===== src/shared/dpl_map.svh =====
// Function
// [RULE1] Run loop only while an input coded 14 is on; code 64 inverts action.
// [RULE2] Loop off: output follows the normal frequency command path.
// [RULE3] Network control mode runs the loop without the enable input.
// [RULE4] Select 20/21: measured value terminal 4, set point terminal 2 or parameter.
// [RULE5] Select 10/11: terminal 1 deviation is used directly as loop error.
// [RULE6] Set point parameter 0..100% used; value 9999 takes terminal 2 instead.
// [RULE7] Deviation mode invalid unless terminal 1 function setting is 0.
// [RULE8] Measured mode invalid unless terminal 4 function setting is 0.
// [RULE9] Measured mode adds terminal 1 to the terminal 2 set point.
// [RULE10] Loop output is the sum of P, I and D terms from deviation.
// [RULE11] Reverse action: positive deviation raises output, negative lowers it.
// [RULE12] Forward action: negative deviation raises output, positive lowers it.
// [RULE13] Select 10/20 reverse, 11/21 forward; invert input swaps direction.
// [RULE14] Terminal 2 scaled to 100% full scale over 5V, 10V or 20mA range.
// [RULE15] Terminal 1 scaled signed, minus to plus full scale onto -100..+100%; the 10V span reaches only -50..+50% here.
// [RULE16] Upper-limit output when measured value exceeds setting; 9999 disables.
// [RULE17] Lower-limit output when measured value below setting; 9999 disables.
// [RULE18] Deviation and terms are signed fixed-point percent, updated per period.
// [RULE19] Combined output clamped to permitted frequency range before use.
`ifndef DPL_MAP_SVH
`define DPL_MAP_SVH
`define DPL_ADR_CTRL 8'h00
`define DPL_ADR_ACTION 8'h04
`define DPL_ADR_SETPOINT 8'h08
`define DPL_ADR_T1FUNC 8'h0c
`define DPL_ADR_T4FUNC 8'h10
`define DPL_ADR_RANGE 8'h14
`define DPL_ADR_UPPER 8'h18
`define DPL_ADR_LOWER 8'h1c
`define DPL_ADR_KP 8'h20
`define DPL_ADR_KI 8'h24
`define DPL_ADR_KD 8'h28
`define DPL_ADR_FMAX 8'h2c
`define DPL_ADR_ERROR 8'h30
`define DPL_ADR_STATUS 8'h34
`define DPL_ADR_FREQ 8'h38
`define DPL_ADR_IRQ_STAT 8'h40
`define DPL_ADR_IRQ_CLR 8'h44
`define DPL_ADR_IRQ_EN 8'h48
`define DPL_ADR_TFUNC 8'h80
`define DPL_FC_LOOP_EN 8'h0e
`define DPL_FC_INVERT 8'h40
`define DPL_AS_DEV_REV 8'h0a
`define DPL_AS_DEV_FWD 8'h0b
`define DPL_AS_MEAS_REV 8'h14
`define DPL_AS_MEAS_FWD 8'h15
`define DPL_OFF_SETTING 16'h270f
`define DPL_PCT_FULL 16'h03e8
`define DPL_SCALE_MUL 12'hfa
`define DPL_SCALE_SHIFT 10
`define DPL_GAIN_SHIFT 8
`define DPL_RST_SETPOINT 16'h270f
`define DPL_RST_FMAX 16'h1770
`define DPL_CLK_PERIOD_NS 8
`define DPL_CTRL_PERIOD_NS 100000
`define DPL_NUM_TERM 12
`define DPL_IRQ_UPPER 0
`define DPL_IRQ_LOWER 1
`define DPL_IRQ_RUN 2
`define DPL_NUM_IRQ 3
`endif


===== src/shared/dpl_pkg.sv =====
package dpl_pkg;
   typedef enum logic [1:0]
   {
      DPL_MODE_OFF = 2'b00,
      DPL_MODE_DEV = 2'b01,
      DPL_MODE_MEAS = 2'b10
   } dpl_mode_t;
endpackage


===== src/hdl/dpl_pid_loop.sv =====
`timescale 1ns/10ps
`include "dpl_map.svh"
module dpl_pid_loop
   import dpl_pkg::*;
#(
   parameter int NUM_TERM = `DPL_NUM_TERM,
   parameter int CTRL_PERIOD_NS = `DPL_CTRL_PERIOD_NS
)
(
   input wire logic clk_i,
   input wire logic rst_i,
   input wire logic wb_cyc_i,
   input wire logic wb_stb_i,
   input wire logic wb_we_i,
   input wire logic [7:0] wb_adr_i,
   input wire logic [31:0] wb_dat_i,
   input wire logic [3:0] wb_sel_i,
   output logic [31:0] wb_dat_o,
   output logic wb_ack_o,
   input wire logic [NUM_TERM-1:0] term_in_i,
   input wire logic [11:0] ain1_i,
   input wire logic [11:0] ain2_i,
   input wire logic [11:0] ain4_i,
   input wire logic [15:0] freq_ref_i,
   output logic [15:0] freq_cmd_o,
   output logic pid_active_o,
   output logic upper_limit_o,
   output logic lower_limit_o,
   output logic irq_o
);
   localparam int PERIOD_CYC_RAW = CTRL_PERIOD_NS / `DPL_CLK_PERIOD_NS;
   localparam int PERIOD_CYC = (PERIOD_CYC_RAW < 1) ? 1 : PERIOD_CYC_RAW;
   localparam int CW = $clog2(PERIOD_CYC + 1);

   logic net_mode;
   logic [7:0] action_select_setting;
   logic [15:0] setpoint_parameter;
   logic [7:0] term1_function_setting;
   logic [7:0] term4_function_setting;
   logic [7:0] analog_range_select;
   logic [15:0] upper_limit_setting;
   logic [15:0] lower_limit_setting;
   logic [15:0] kp;
   logic [15:0] ki;
   logic [15:0] kd;
   logic [15:0] fmax;
   logic [7:0] input_terminal_function_codes [NUM_TERM];
   logic [`DPL_NUM_IRQ-1:0] irq_stat;
   logic [`DPL_NUM_IRQ-1:0] irq_en;
   logic [NUM_TERM-1:0] term_s1;
   logic [NUM_TERM-1:0] term_s2;
   logic [11:0] a1_s1, a1_s2, a2_s1, a2_s2, a4_s1, a4_s2;
   logic [CW-1:0] tick_cnt;
   logic tick;
   logic signed [39:0] integ;
   logic signed [13:0] err_prev;
   logic signed [13:0] err_now;
   logic upper_d, lower_d, run_d;

   logic [NUM_TERM-1:0] en_hits;
   logic [NUM_TERM-1:0] inv_hits;
   logic loop_enable_input;
   logic action_invert_input;
   dpl_mode_t mode;
   logic sel_fwd;
   logic dir_fwd;
   logic cfg_valid;
   logic run;
   logic lo5_t2;
   logic lo5_t1;
   logic signed [13:0] pct1;
   logic signed [13:0] pct2;
   logic signed [13:0] pct4;
   logic signed [13:0] setpoint;
   logic signed [39:0] next_integ;
   logic signed [39:0] sum;
   logic signed [39:0] ilim;
   logic [15:0] next_freq;
   logic wb_req;
   logic wb_wr;

   function automatic logic [31:0] merge(input logic [31:0] old, input logic [3:0] sel,
                                         input logic [31:0] dat);
      logic [31:0] r;
      r = old;
      for (int b = 0; b < 4; b++)
      begin
         if (sel[b])
         begin
            r[8*b +: 8] = dat[8*b +: 8];
         end
      end
      return r;
   endfunction

   // unsigned code, 10V/20mA full scale; 5V range doubles gain
   function automatic logic signed [13:0] scale_u(input logic [11:0] c, input logic lo);
      logic [23:0] p;
      p = 24'(c) * 24'(`DPL_SCALE_MUL);
      p = p >> `DPL_SCALE_SHIFT;
      if (lo)
      begin
         p = p << 1;
      end
      if (p > 24'(`DPL_PCT_FULL))
      begin
         p = 24'(`DPL_PCT_FULL);
      end
      return 14'(p);
   endfunction

   // two's complement code, +-5V onto +-100%, +-10V onto +-50%
   function automatic logic signed [13:0] scale_s(input logic [11:0] c, input logic lo);
      logic signed [23:0] p;
      p = $signed({{12{c[11]}}, c}) * $signed({12'h000, `DPL_SCALE_MUL});
      p = p >>> `DPL_SCALE_SHIFT;
      if (lo)
      begin
         p = p <<< 1;
      end
      if (p > $signed(24'(`DPL_PCT_FULL)))
      begin
         p = $signed(24'(`DPL_PCT_FULL));
      end
      else if (p < -$signed(24'(`DPL_PCT_FULL)))
      begin
         p = -$signed(24'(`DPL_PCT_FULL));
      end
      return 14'(p);
   endfunction

   always_ff @(posedge clk_i)
   begin
      term_s1 <= term_in_i;
      term_s2 <= term_s1;
      a1_s1 <= ain1_i;
      a1_s2 <= a1_s1;
      a2_s1 <= ain2_i;
      a2_s2 <= a2_s1;
      a4_s1 <= ain4_i;
      a4_s2 <= a4_s1;
   end

   genvar gi;
   generate
      for (gi = 0; gi < NUM_TERM; gi++)
      begin : g_term
         assign en_hits[gi] = term_s2[gi] &&
            (input_terminal_function_codes[gi] == `DPL_FC_LOOP_EN); // RULE1
         assign inv_hits[gi] = term_s2[gi] &&
            (input_terminal_function_codes[gi] == `DPL_FC_INVERT); // RULE1
      end
   endgenerate

   assign loop_enable_input = |en_hits;
   assign action_invert_input = |inv_hits;

   always_comb
   begin
      unique case (action_select_setting)
         `DPL_AS_DEV_REV, `DPL_AS_DEV_FWD: mode = DPL_MODE_DEV; // RULE5
         `DPL_AS_MEAS_REV, `DPL_AS_MEAS_FWD: mode = DPL_MODE_MEAS; // RULE4
         default: mode = DPL_MODE_OFF;
      endcase
   end

   assign sel_fwd = (action_select_setting == `DPL_AS_DEV_FWD) ||
                    (action_select_setting == `DPL_AS_MEAS_FWD); // RULE13
   assign dir_fwd = sel_fwd ^ action_invert_input; // RULE13
   assign cfg_valid = (mode == DPL_MODE_DEV && term1_function_setting == 8'h00) || // RULE7
                      (mode == DPL_MODE_MEAS && term4_function_setting == 8'h00); // RULE8
   assign run = cfg_valid && (loop_enable_input || net_mode); // RULE1 RULE3

   // range codes that select the 5V span on terminal 2 and terminal 1
   always_comb
   begin
      unique case (analog_range_select)
         8'h01, 8'h03, 8'h05, 8'h0b, 8'h0d, 8'h0f: lo5_t2 = 1'b1; // RULE14
         default: lo5_t2 = 1'b0;
      endcase
      unique case (analog_range_select)
         8'h02, 8'h03, 8'h05, 8'h07, 8'h0c, 8'h0d, 8'h0f, 8'h11: lo5_t1 = 1'b1; // RULE15
         default: lo5_t1 = 1'b0;
      endcase
   end

   assign pct2 = scale_u(a2_s2, lo5_t2); // RULE14
   assign pct1 = scale_s(a1_s2, lo5_t1); // RULE15
   assign pct4 = scale_u(a4_s2, 1'b0);

   always_comb
   begin
      if (setpoint_parameter == `DPL_OFF_SETTING)
      begin
         setpoint = pct2 + pct1; // RULE6 RULE9
      end
      else
      begin
         setpoint = 14'(setpoint_parameter); // RULE6
      end
      if (mode == DPL_MODE_DEV)
      begin
         err_now = pct1; // RULE5
      end
      else
      begin
         err_now = setpoint - pct4; // RULE4
      end
   end

   // integral bound follows fmax so the accumulator cannot wind past the clamp
   always_comb
   begin
      ilim = 40'(fmax) <<< `DPL_GAIN_SHIFT;
      next_integ = integ + $signed({24'h000000, ki}) * 40'(err_now);
      if (next_integ > ilim)
      begin
         next_integ = ilim;
      end
      else if (next_integ < -ilim)
      begin
         next_integ = -ilim;
      end
      sum = $signed({24'h000000, kp}) * 40'(err_now) + next_integ +
            $signed({24'h000000, kd}) * 40'(err_now - err_prev); // RULE10 RULE18
      sum = sum >>> `DPL_GAIN_SHIFT;
      if (dir_fwd)
      begin
         sum = -sum; // RULE12
      end
      if (sum < 0)
      begin
         next_freq = 16'h0000; // RULE19
      end
      else if (sum > 40'(fmax))
      begin
         next_freq = fmax; // RULE19
      end
      else
      begin
         next_freq = 16'(sum); // RULE11
      end
   end

   always_ff @(posedge clk_i)
   begin
      if (rst_i || tick_cnt == CW'(PERIOD_CYC - 1))
      begin
         tick_cnt <= '0;
      end
      else
      begin
         tick_cnt <= tick_cnt + CW'(1);
      end
      tick <= !rst_i && tick_cnt == CW'(PERIOD_CYC - 1);
   end

   always_ff @(posedge clk_i)
   begin
      if (rst_i)
      begin
         integ <= '0;
         err_prev <= '0;
         freq_cmd_o <= 16'h0000;
         pid_active_o <= 1'b0;
      end
      else
      begin
         pid_active_o <= run;
         if (!run)
         begin
            integ <= '0;
            err_prev <= '0;
            freq_cmd_o <= freq_ref_i; // RULE2
         end
         else if (tick)
         begin
            integ <= next_integ; // RULE18
            err_prev <= err_now;
            freq_cmd_o <= next_freq; // RULE18
         end
      end
   end

   always_ff @(posedge clk_i)
   begin
      if (rst_i)
      begin
         upper_limit_o <= 1'b0;
         lower_limit_o <= 1'b0;
      end
      else
      begin
         upper_limit_o <= mode == DPL_MODE_MEAS && upper_limit_setting != `DPL_OFF_SETTING &&
                          pct4 > $signed(14'(upper_limit_setting)); // RULE16
         lower_limit_o <= mode == DPL_MODE_MEAS && lower_limit_setting != `DPL_OFF_SETTING &&
                          pct4 < $signed(14'(lower_limit_setting)); // RULE17
      end
   end

   assign wb_req = wb_cyc_i && wb_stb_i && !wb_ack_o;
   // writes land on the edge at which the master sees ack, not one edge earlier
   assign wb_wr = wb_cyc_i && wb_stb_i && wb_ack_o && wb_we_i;

   always_ff @(posedge clk_i)
   begin
      if (rst_i)
      begin
         net_mode <= 1'b0;
         action_select_setting <= 8'h00;
         setpoint_parameter <= `DPL_RST_SETPOINT;
         term1_function_setting <= 8'h00;
         term4_function_setting <= 8'h00;
         analog_range_select <= 8'h01;
         upper_limit_setting <= `DPL_OFF_SETTING;
         lower_limit_setting <= `DPL_OFF_SETTING;
         kp <= 16'h0100;
         ki <= 16'h0000;
         kd <= 16'h0000;
         fmax <= `DPL_RST_FMAX;
         irq_en <= '0;
         for (int i = 0; i < NUM_TERM; i++)
         begin
            input_terminal_function_codes[i] <= 8'hff;
         end
      end
      else if (wb_wr)
      begin
         unique case (wb_adr_i)
            `DPL_ADR_CTRL: net_mode <= 1'(merge({31'h0, net_mode}, wb_sel_i, wb_dat_i));
            `DPL_ADR_ACTION:
               action_select_setting <= 8'(merge({24'h0, action_select_setting}, wb_sel_i,
                                                 wb_dat_i));
            `DPL_ADR_SETPOINT:
               setpoint_parameter <= 16'(merge({16'h0, setpoint_parameter}, wb_sel_i,
                                               wb_dat_i));
            `DPL_ADR_T1FUNC:
               term1_function_setting <= 8'(merge({24'h0, term1_function_setting}, wb_sel_i,
                                                  wb_dat_i));
            `DPL_ADR_T4FUNC:
               term4_function_setting <= 8'(merge({24'h0, term4_function_setting}, wb_sel_i,
                                                  wb_dat_i));
            `DPL_ADR_RANGE:
               analog_range_select <= 8'(merge({24'h0, analog_range_select}, wb_sel_i,
                                               wb_dat_i));
            `DPL_ADR_UPPER:
               upper_limit_setting <= 16'(merge({16'h0, upper_limit_setting}, wb_sel_i,
                                                wb_dat_i));
            `DPL_ADR_LOWER:
               lower_limit_setting <= 16'(merge({16'h0, lower_limit_setting}, wb_sel_i,
                                                wb_dat_i));
            `DPL_ADR_KP: kp <= 16'(merge({16'h0, kp}, wb_sel_i, wb_dat_i));
            `DPL_ADR_KI: ki <= 16'(merge({16'h0, ki}, wb_sel_i, wb_dat_i));
            `DPL_ADR_KD: kd <= 16'(merge({16'h0, kd}, wb_sel_i, wb_dat_i));
            `DPL_ADR_FMAX: fmax <= 16'(merge({16'h0, fmax}, wb_sel_i, wb_dat_i));
            `DPL_ADR_IRQ_EN:
               if (wb_sel_i[0])
                  irq_en <= wb_dat_i[`DPL_NUM_IRQ-1:0];
            default:
            begin
               for (int i = 0; i < NUM_TERM; i++)
               begin
                  if (wb_adr_i == `DPL_ADR_TFUNC + 8'(4 * i))
                  begin
                     input_terminal_function_codes[i] <=
                        8'(merge({24'h0, input_terminal_function_codes[i]}, wb_sel_i,
                                 wb_dat_i));
                  end
               end
            end
         endcase
      end
   end

   // a new event in the clearing cycle stays set
   always_ff @(posedge clk_i)
   begin
      if (rst_i)
      begin
         irq_stat <= '0;
         upper_d <= 1'b0;
         lower_d <= 1'b0;
         run_d <= 1'b0;
         irq_o <= 1'b0;
      end
      else
      begin
         upper_d <= upper_limit_o;
         lower_d <= lower_limit_o;
         run_d <= pid_active_o;
         if (wb_wr && wb_adr_i == `DPL_ADR_IRQ_CLR && wb_sel_i[0])
         begin
            irq_stat <= (irq_stat & ~wb_dat_i[`DPL_NUM_IRQ-1:0]) |
                        {pid_active_o & ~run_d, lower_limit_o & ~lower_d, upper_limit_o & ~upper_d};
         end
         else
         begin
            irq_stat <= irq_stat |
                        {pid_active_o & ~run_d, lower_limit_o & ~lower_d, upper_limit_o & ~upper_d};
         end
         irq_o <= |(irq_stat & irq_en);
      end
   end

   always_ff @(posedge clk_i)
   begin
      if (rst_i)
      begin
         wb_ack_o <= 1'b0;
         wb_dat_o <= 32'h00000000;
      end
      else
      begin
         wb_ack_o <= wb_req;
         wb_dat_o <= 32'h00000000;
         if (wb_req && !wb_we_i)
         begin
            unique case (wb_adr_i)
               `DPL_ADR_CTRL: wb_dat_o <= {31'h0, net_mode};
               `DPL_ADR_ACTION: wb_dat_o <= {24'h0, action_select_setting};
               `DPL_ADR_SETPOINT: wb_dat_o <= {16'h0, setpoint_parameter};
               `DPL_ADR_T1FUNC: wb_dat_o <= {24'h0, term1_function_setting};
               `DPL_ADR_T4FUNC: wb_dat_o <= {24'h0, term4_function_setting};
               `DPL_ADR_RANGE: wb_dat_o <= {24'h0, analog_range_select};
               `DPL_ADR_UPPER: wb_dat_o <= {16'h0, upper_limit_setting};
               `DPL_ADR_LOWER: wb_dat_o <= {16'h0, lower_limit_setting};
               `DPL_ADR_KP: wb_dat_o <= {16'h0, kp};
               `DPL_ADR_KI: wb_dat_o <= {16'h0, ki};
               `DPL_ADR_KD: wb_dat_o <= {16'h0, kd};
               `DPL_ADR_FMAX: wb_dat_o <= {16'h0, fmax};
               `DPL_ADR_ERROR: wb_dat_o <= 32'(err_now);
               `DPL_ADR_STATUS:
                  wb_dat_o <= {26'h0, action_invert_input, loop_enable_input, dir_fwd,
                               cfg_valid, mode};
               `DPL_ADR_FREQ: wb_dat_o <= {16'h0, freq_cmd_o};
               `DPL_ADR_IRQ_STAT: wb_dat_o <= {29'h0, irq_stat};
               `DPL_ADR_IRQ_EN: wb_dat_o <= {29'h0, irq_en};
               default:
               begin
                  for (int i = 0; i < NUM_TERM; i++)
                  begin
                     if (wb_adr_i == `DPL_ADR_TFUNC + 8'(4 * i))
                     begin
                        wb_dat_o <= {24'h0, input_terminal_function_codes[i]};
                     end
                  end
               end
            endcase
         end
      end
   end
endmodule


===== config.mk =====
export PLATFORM = sky130hd
export DESIGN_NAME = dpl_pid_loop
export DESIGN_NICKNAME = d
export VERILOG_FILES = /design/src/shared/dpl_pkg.sv /design/src/hdl/dpl_pid_loop.sv
export VERILOG_INCLUDE_DIRS = /design/src /design/src/shared
export SDC_FILE = /design/constraint.sdc
export NUM_CORES = 2
export LEC_CHECK = 0
export ABC_AREA = 1
export BUFFER_PORTS_ARGS = -buffer_cell sky130_fd_sc_hd__buf_2
export CAP_MARGIN = 40
export CORE_MARGIN = 2
export CORE_UTILIZATION = 50
export CTS_BUF_LIST = sky130_fd_sc_hd__clkbuf_4
export DETAILED_ROUTE_END_ITERATION = 6
export MAX_ROUTING_LAYER = met4
export PLACE_DENSITY = 0.66
export RECOVER_POWER = 100
export SYNTH_ARGS = -nofsm -noshare
export SYNTH_HDL_FRONTEND = slang
export SYNTH_SLANG_ARGS = --single-unit

===== constraint.sdc =====
create_clock -name clk_i -period 23.9 [get_ports clk_i]
set_input_delay 1.195 -clock clk_i [delete_from_list [all_inputs] [get_ports clk_i]]
set_output_delay 1.195 -clock clk_i [all_outputs]
set_load 0.1 [all_outputs]

Word level (Yosys, flattened, before mapping)
Memories as Yosys holds them, arrays and structs flattened. A register that Yosys moved wholly into a read port is not among the register bits.
Cells that the tools add are included.
Operators by class
  add/sub/neg operators: 9
  equality and inequality tests: 70
  $lt $le $gt $ge: 10
  bitwise gates (word level): 26
  multiplexer cells: 168
  $mul: 6
  reductions and logical operators: 79
Operators by type and width (number)
  $mux W8: 73
  $pmux W32 S17: 1
  $mux W32: 11
  $eq A8 B4 Y1 const B: 19
  $eq A8 B7 Y1 const B: 15
  $mux W40: 3
  $eq A8 B8 Y1 const B: 12
  $mux W14: 5
  $mux W1: 64
  $mux W16: 4
  $mul A17 B14 Y31: 2
  $reduce_and A3 Y1: 20
  $eq A8 B6 Y1 const B: 7
  $eq A8 B5 Y1 const B: 6
  $add A31 B40 Y40: 1
  $add A40 B31 Y40: 1
  $add A40 B32 Y40: 1
  $gt A40 B16 Y1: 1
  $gt A40 B25 Y1: 1
  $lt A40 B1 Y1 const B: 1
  $lt A40 B40 Y1: 1
  $neg A24 Y40: 1
  $neg A32 Y40: 1
  $logic_and A1 B1 Y1: 39
  43 further kinds: 78
Word-level totals
  register bits after elaboration: 372
  memory bits (read-only): 32
  bits in writable memories: 96
  input bits: 113
  memories: 2
Memories
  input_terminal_function_codes: depth 12, width 8, read ports 12, clocked after memory_dff 0, write ports 12, line dpl_pid_loop.sv:47  | logic [7:0] input_terminal_function_codes [NUM_TERM];
  (name not given): depth 32, width 1, read ports 1, clocked after memory_dff 1, write ports 0, line dpl_pid_loop.sv:181  | unique case (analog_range_select)

Depth between registers and ports, before layout
  depth in word-level cells: 24
  gate-level depth with buffers: 157

Least setup slack after synthesis
No wires, ideal clock.
  path type: flip-flop to flip-flop
  from: register a2_s2[4]
  to: register freq_cmd_o[13]
  path slack: 1.941 ns
  cell stages (with the launch flop): 135
  arrival time: 21.888 ns
  data required time: 23.830 ns
  setup time: 0.070 ns
  buffers on the path: 3
  period minus slack after synthesis: 21.959 ns
  path through: dfxtp_1 > inv_1 > fa_1 > fa_1 > fa_1 > fa_1 > inv_1 > ha_1 > a21oi_1 > o21ai_0 > a21oi_1 > inv_1 > a21oi_1 > inv_1 > nand2_1 > nand2_1 > or2_2 > nand3_1 > (+99 left out) > ha_1 > nand3_1 > nor3b_1 > nand3b_1 > o21ai_0 > nand2_1 > nor2_1 > nand2_1 > nor2_1 > nand3_1 > nor2_2 > nand3_2 > nor2_8 > nand3_4 > buf_6 > nand2_1 > nand3_1 > a21oi_1
On the way
  longest elaborated chain between the ends: 22
RTL lines
  start: declaration: line dpl_pid_loop.sv:52  | logic [11:0] a1_s1, a1_s2, a2_s1, a2_s2, a4_s1, a4_s2;
  start signal: assignment: line dpl_pid_loop.sv:139  | a2_s2 <= a2_s1;
  $mul A12 B7 Y19 *: line dpl_pid_loop.sv:99  | p = 24'(c) * 24'(`DPL_SCALE_MUL);
  $mux W11 *: line dpl_pid_loop.sv:101  | if (lo)
  $gt A24 B10 Y1: line dpl_pid_loop.sv:105  | if (p > 24'(`DPL_PCT_FULL))
  $mux W14 *: line dpl_pid_loop.sv:105
  $add A14 B14 Y14 *: line dpl_pid_loop.sv:195  | setpoint = pct2 + pct1;
  $mux W14 *: line dpl_pid_loop.sv:193  | if (setpoint_parameter == `DPL_OFF_SETTING)
  $sub A14 B14 Y14 *: line dpl_pid_loop.sv:207  | err_now = setpoint - pct4;
  $mux W14 *: line dpl_pid_loop.sv:201  | if (mode == DPL_MODE_DEV)
  net err_now[13]: line dpl_pid_loop.sv:57  | logic signed [13:0] err_now;
  (+5 left out)
  net next_integ[14]: line dpl_pid_loop.sv:75  | logic signed [39:0] next_integ;
  (+1 left out)
  $add A40 B32 Y40 *: line dpl_pid_loop.sv:224  | sum = $signed({24'h000000, kp}) * 40'(err_now) + next_integ +
  $neg A32 Y40: line dpl_pid_loop.sv:229  | sum = -sum;
  $mux W40 *: line dpl_pid_loop.sv:227  | if (dir_fwd)
  $gt A40 B16 Y1: line dpl_pid_loop.sv:235  | else if (sum > 40'(fmax))
  $mux W16: line dpl_pid_loop.sv:235
  $mux W16 *: line dpl_pid_loop.sv:231  | if (sum < 0)
  $mux W16 *: line dpl_pid_loop.sv:276  | else if (tick)
  $mux W16 *: line dpl_pid_loop.sv:270  | if (!run)
  end signal: assignment: line dpl_pid_loop.sv:274  | freq_cmd_o <= freq_ref_i;
  end signal: assignment: line dpl_pid_loop.sv:280  | freq_cmd_o <= next_freq;
  end: declaration: line dpl_pid_loop.sv:25  | output logic [15:0] freq_cmd_o,
The timed path passes the listed nets; every way through them passes the cells marked *. The select of a mux whose other input is x is not followed.
A chain may end at the register's enable or synchronous reset.

Worst setup path in the final report
  from: register a2_s2[1]
  to: register freq_cmd_o[6]
On the way
  longest elaborated chain between the ends: 22
RTL lines (line)
  $mul A12 B7 Y19 *: dpl_pid_loop.sv:99
  $mux W11 *: dpl_pid_loop.sv:101
  $gt A24 B10 Y1: dpl_pid_loop.sv:105
  $mux W14 *: dpl_pid_loop.sv:105
  $add A14 B14 Y14 *: dpl_pid_loop.sv:195
  $mux W14 *: dpl_pid_loop.sv:193
  $sub A14 B14 Y14 *: dpl_pid_loop.sv:207
  $mux W14 *: dpl_pid_loop.sv:201
  (+5 left out)
  net next_integ[14]: dpl_pid_loop.sv:75
  (+1 left out)
  $add A40 B32 Y40 *: dpl_pid_loop.sv:224
  $neg A32 Y40: dpl_pid_loop.sv:229
  $mux W40 *: dpl_pid_loop.sv:227
  $gt A40 B16 Y1: dpl_pid_loop.sv:235
  $mux W16: dpl_pid_loop.sv:235
  $mux W16 *: dpl_pid_loop.sv:231
  $mux W16 *: dpl_pid_loop.sv:276
  $mux W16 *: dpl_pid_loop.sv:270
Marks and branches as above.

==> results by group <==
Run status
  • Status: complete, no violations

Synthesis
  • Post-synthesis sequential area ratio: 17.4%
  • Synth Instances: 7526
  • Synth Warn #: 0
  • Top cell type's share of synthesized area: 26.1%
  • Post-synth EDFFs: 96
  • Distinct cells, synth: 73
  • Syn Nets: 8994
  • Most common cell in the netlist: inv_1
  • Mapped Area: 0.0577 mm2
  • Post-synth top cells: inv_1 (1729), nand2_1 (1635), fa_1 (752)
  • Synth area leaders: fa_1 (26%), ha_1 (13%), dfxtp_1 (12%), inv_1 (11%), nand2_1 (11%)
  • Main flop type after synthesis: dfxtp_1
  • Avg Inst Size Synth: 7.67 um2
  • Post-synth top area cell: fa_1
  • Post-synth ARST share: 0%
  • #FFs+latches synth: 454

Critical path
  • Critical path type: register to register
  • Worst reg2reg endpoint: freq_cmd_o[6]
  • FF-to-FF Start: a2_s2[1]
  • Crit-path max FO: 6
  • CP startpoint kind: register
  • CP max stage cell: fa_2
  • Worst path required time: 24.93 ns
  • FF-to-FF path depth: 130
  • Critical Path AT: 24.39 ns
  • R2r setup slk: 0.54 ns
  • CP dominant cell by count: fa_1
  • Worst Setup End Kind: register
  • Max incr delay on CP: 0.63 ns

Floorplanning
  • Die Area: 0.118 mm2
  • # IOs: 166
  • FP Rows: 124
  • Die X-Extent: 344 um
  • Initial Util: 50.5%
  • Core Area: 0.114 mm2
  • Die Ht: 344 um

STA
  • RSZ-0062 raised after global routing: yes
  • Slew margin rel.: 25.8%
  • Final hold vios: 0
  • Clock Skew: 0.146 ns
  • Fin crit share: 97.7%
  • Worst-margin pin slew: 1.08 ns
  • Fin crit period: 23.36 ns
  • Fmax: 42.8 MHz
  • Worst Slack Setup Final: 0.545 ns
  • Max Slew Vio Count: 0
  • Final setup viols: 0

Place
  • Pre-CTS setup slack: -0.338 ns
  • Gpl congestion: 1.06
  • Hpwl dp: 165000 um
  • Input/output buffers: 147

Clock network
  • H-tree levels: 3
  • Root Driver: clkbuf_4
  • Worst-path clk slew: 0.07 ns
  • CTS sink cnt: 454
  • CTS tree: yes
  • Number of buffers created by CTS: 119
  • Clk_lat worst skew: 1.18 ns
  • Clock Path Buffers: 3

Min path
  • Worst min path class: primary input to register
  • WHS Endpoint: a2_s1[5]
  • Worst hold start: ain2_i[5]
  • Worst Hold Path Cells: 1

Final layout
  • Total Nets Final: 9662
  • Share of cells above drive strength 1: 17.4%
  • Area Overhead vs Synth: 17.6%

Global route
  • Initial antenna violation count: 7
  • Vias in the first global route: 51181
  • Grt ovf: 0
  • Gr usage total: 35.4%
  • Global-route wire length before repair: 304000 um
  • Largest net degree at the start of global routing: 79

Route
  • Wire length per cell: 20.6 um
  • Final ANT Viol Nets: 0
  • Remaining DRCs: 0
  • DR vias: 52875
  • Avg Vias per Cell: 5.39
  • Final wirelength: 202000 um
  • DRT iter0 DRCs: 5084
  • First-pass DRT Iterations: 6

Flow run
  • Max-cap violations: 0
[cells by family after synthesis]
| group | synth area share [%] |
|---|---|
| adders and majority gates | 39.2 |
| buffers and inverters | 13.2 |
| DFF | 17.4 |
| xor gates and xnor gates | 1.50 |
| AOI/OAI and AO/OA | 8.89 |
| and+or+nand+nor | 19.9 |
| other | 0.00650 |
[layer usage]
metal	part of all wire, %	up-vias	wire length, um	track usage, %
li1	-	24617	-	-
met3	10	492	20200	7.07
met5	0	-	0	-
met1	42	25259	84300	47.6
met4	5.1	0	10200	15.6
met2	43	2507	87700	51.8
[cell usage in the layout (no fill, tap or decap), types with 42 or more instances in the layout]
| cell | instances |
|---|---|
| clkinv_1 | 42 |
| nand2_1 | 1538 |
| ha_1 | 550 |
| o211ai_1 | 56 |
| fa_1 | 727 |
| a21oi_2 | 42 |
| buf_2 | 154 |
| xor2_1 | 58 |
| nand3_1 | 206 |
| o22ai_1 | 42 |
| nor2_1 | 516 |
| ha_4 | 52 |
| dfxtp_1 | 350 |
| inv_2 | 61 |
| buf_4 | 556 |
| nand4_1 | 99 |
| clkbuf_4 | 172 |
| a21oi_1 | 324 |
| inv_1 | 1688 |
| edfxtp_1 | 96 |
| nand2_2 | 97 |
| nor3_1 | 62 |
| o21ai_0 | 266 |
[per-stage QoR]
stage	utilization (%)	area (um2)	instances	hold slack, ns	setup TNS (ns)
finish	59.3	67800	9808	0.140	0
global route	59.3	67800	9806	0.0823	-5.82
CTS	57.2	65400	9747	0.0327	0
detailed placement	55.7	63700	9530	0.312	-4.44
global placement	55.6	63600	9514	0.310	-1.38
floorplan	-	57700	7526	0.310	0
[worst max-delay path by stage]
stage                     startpoint             end  depth (start not counted)
after global routing        a2_s2[1]   freq_cmd_o[0]                        133
final                       a2_s2[1]   freq_cmd_o[6]                        130
after detailed placement    a2_s2[2]   freq_cmd_o[3]                        139
after global placement      a2_s2[2]   freq_cmd_o[1]                        137
after CTS                   a1_s2[6]   freq_cmd_o[1]                        147
after floorplan             a2_s2[4]  freq_cmd_o[13]                        134
[worst max-delay path, delay by kind of cell, from the launching register on]
| family | cells | cell delay, ns |
|---|---|---|
| adder cells (fa/ha/maj) | 24 | 10.19 |
| AND/OR/NAND/NOR | 57 | 6.51 |
| AO/OA/AOI/OAI | 18 | 2.65 |
| buffers and inverters | 25 | 2.12 |
| XOR/XNOR | 6 | 1.32 |
| flip-flops | 1 | 0.36 |
[final cells by class]
type                    instances  area, um2
flip-flops and latches        454      10100
well taps                    1512       1890
fillers                     10488      46500
clock buffers                 172       1290
clock inverters                42        283
repair buffers                759       5690
diodes                          9       22.5
multi-input cells            5084      41900
inverters                    1776       6690
[registers in the layout, indices dropped and copies added, names as in the netlist, 14 cells and up, named ones only]
register	flops
err_prev	14
fmax	16
freq_cmd_o	16
input_terminal_function_codes	96
integ	40
kd	16
ki	16
kp	16
lower_limit_setting	16
setpoint_parameter	16
tick_cnt	14
upper_limit_setting	16
wb_dat_o	17
[what timing repair did]
item,4_1_cts,5_1_grt
resized for setup,21,463
hold buffers,0,0
setup endpoints to repair,16,16
buffers inserted,3,47
cloned,0,4
pin swaps,4,148
Power is left out: the tool's default activity adds up to more than one toggle a clock period on the data nets, which glitch-free logic cannot reach.
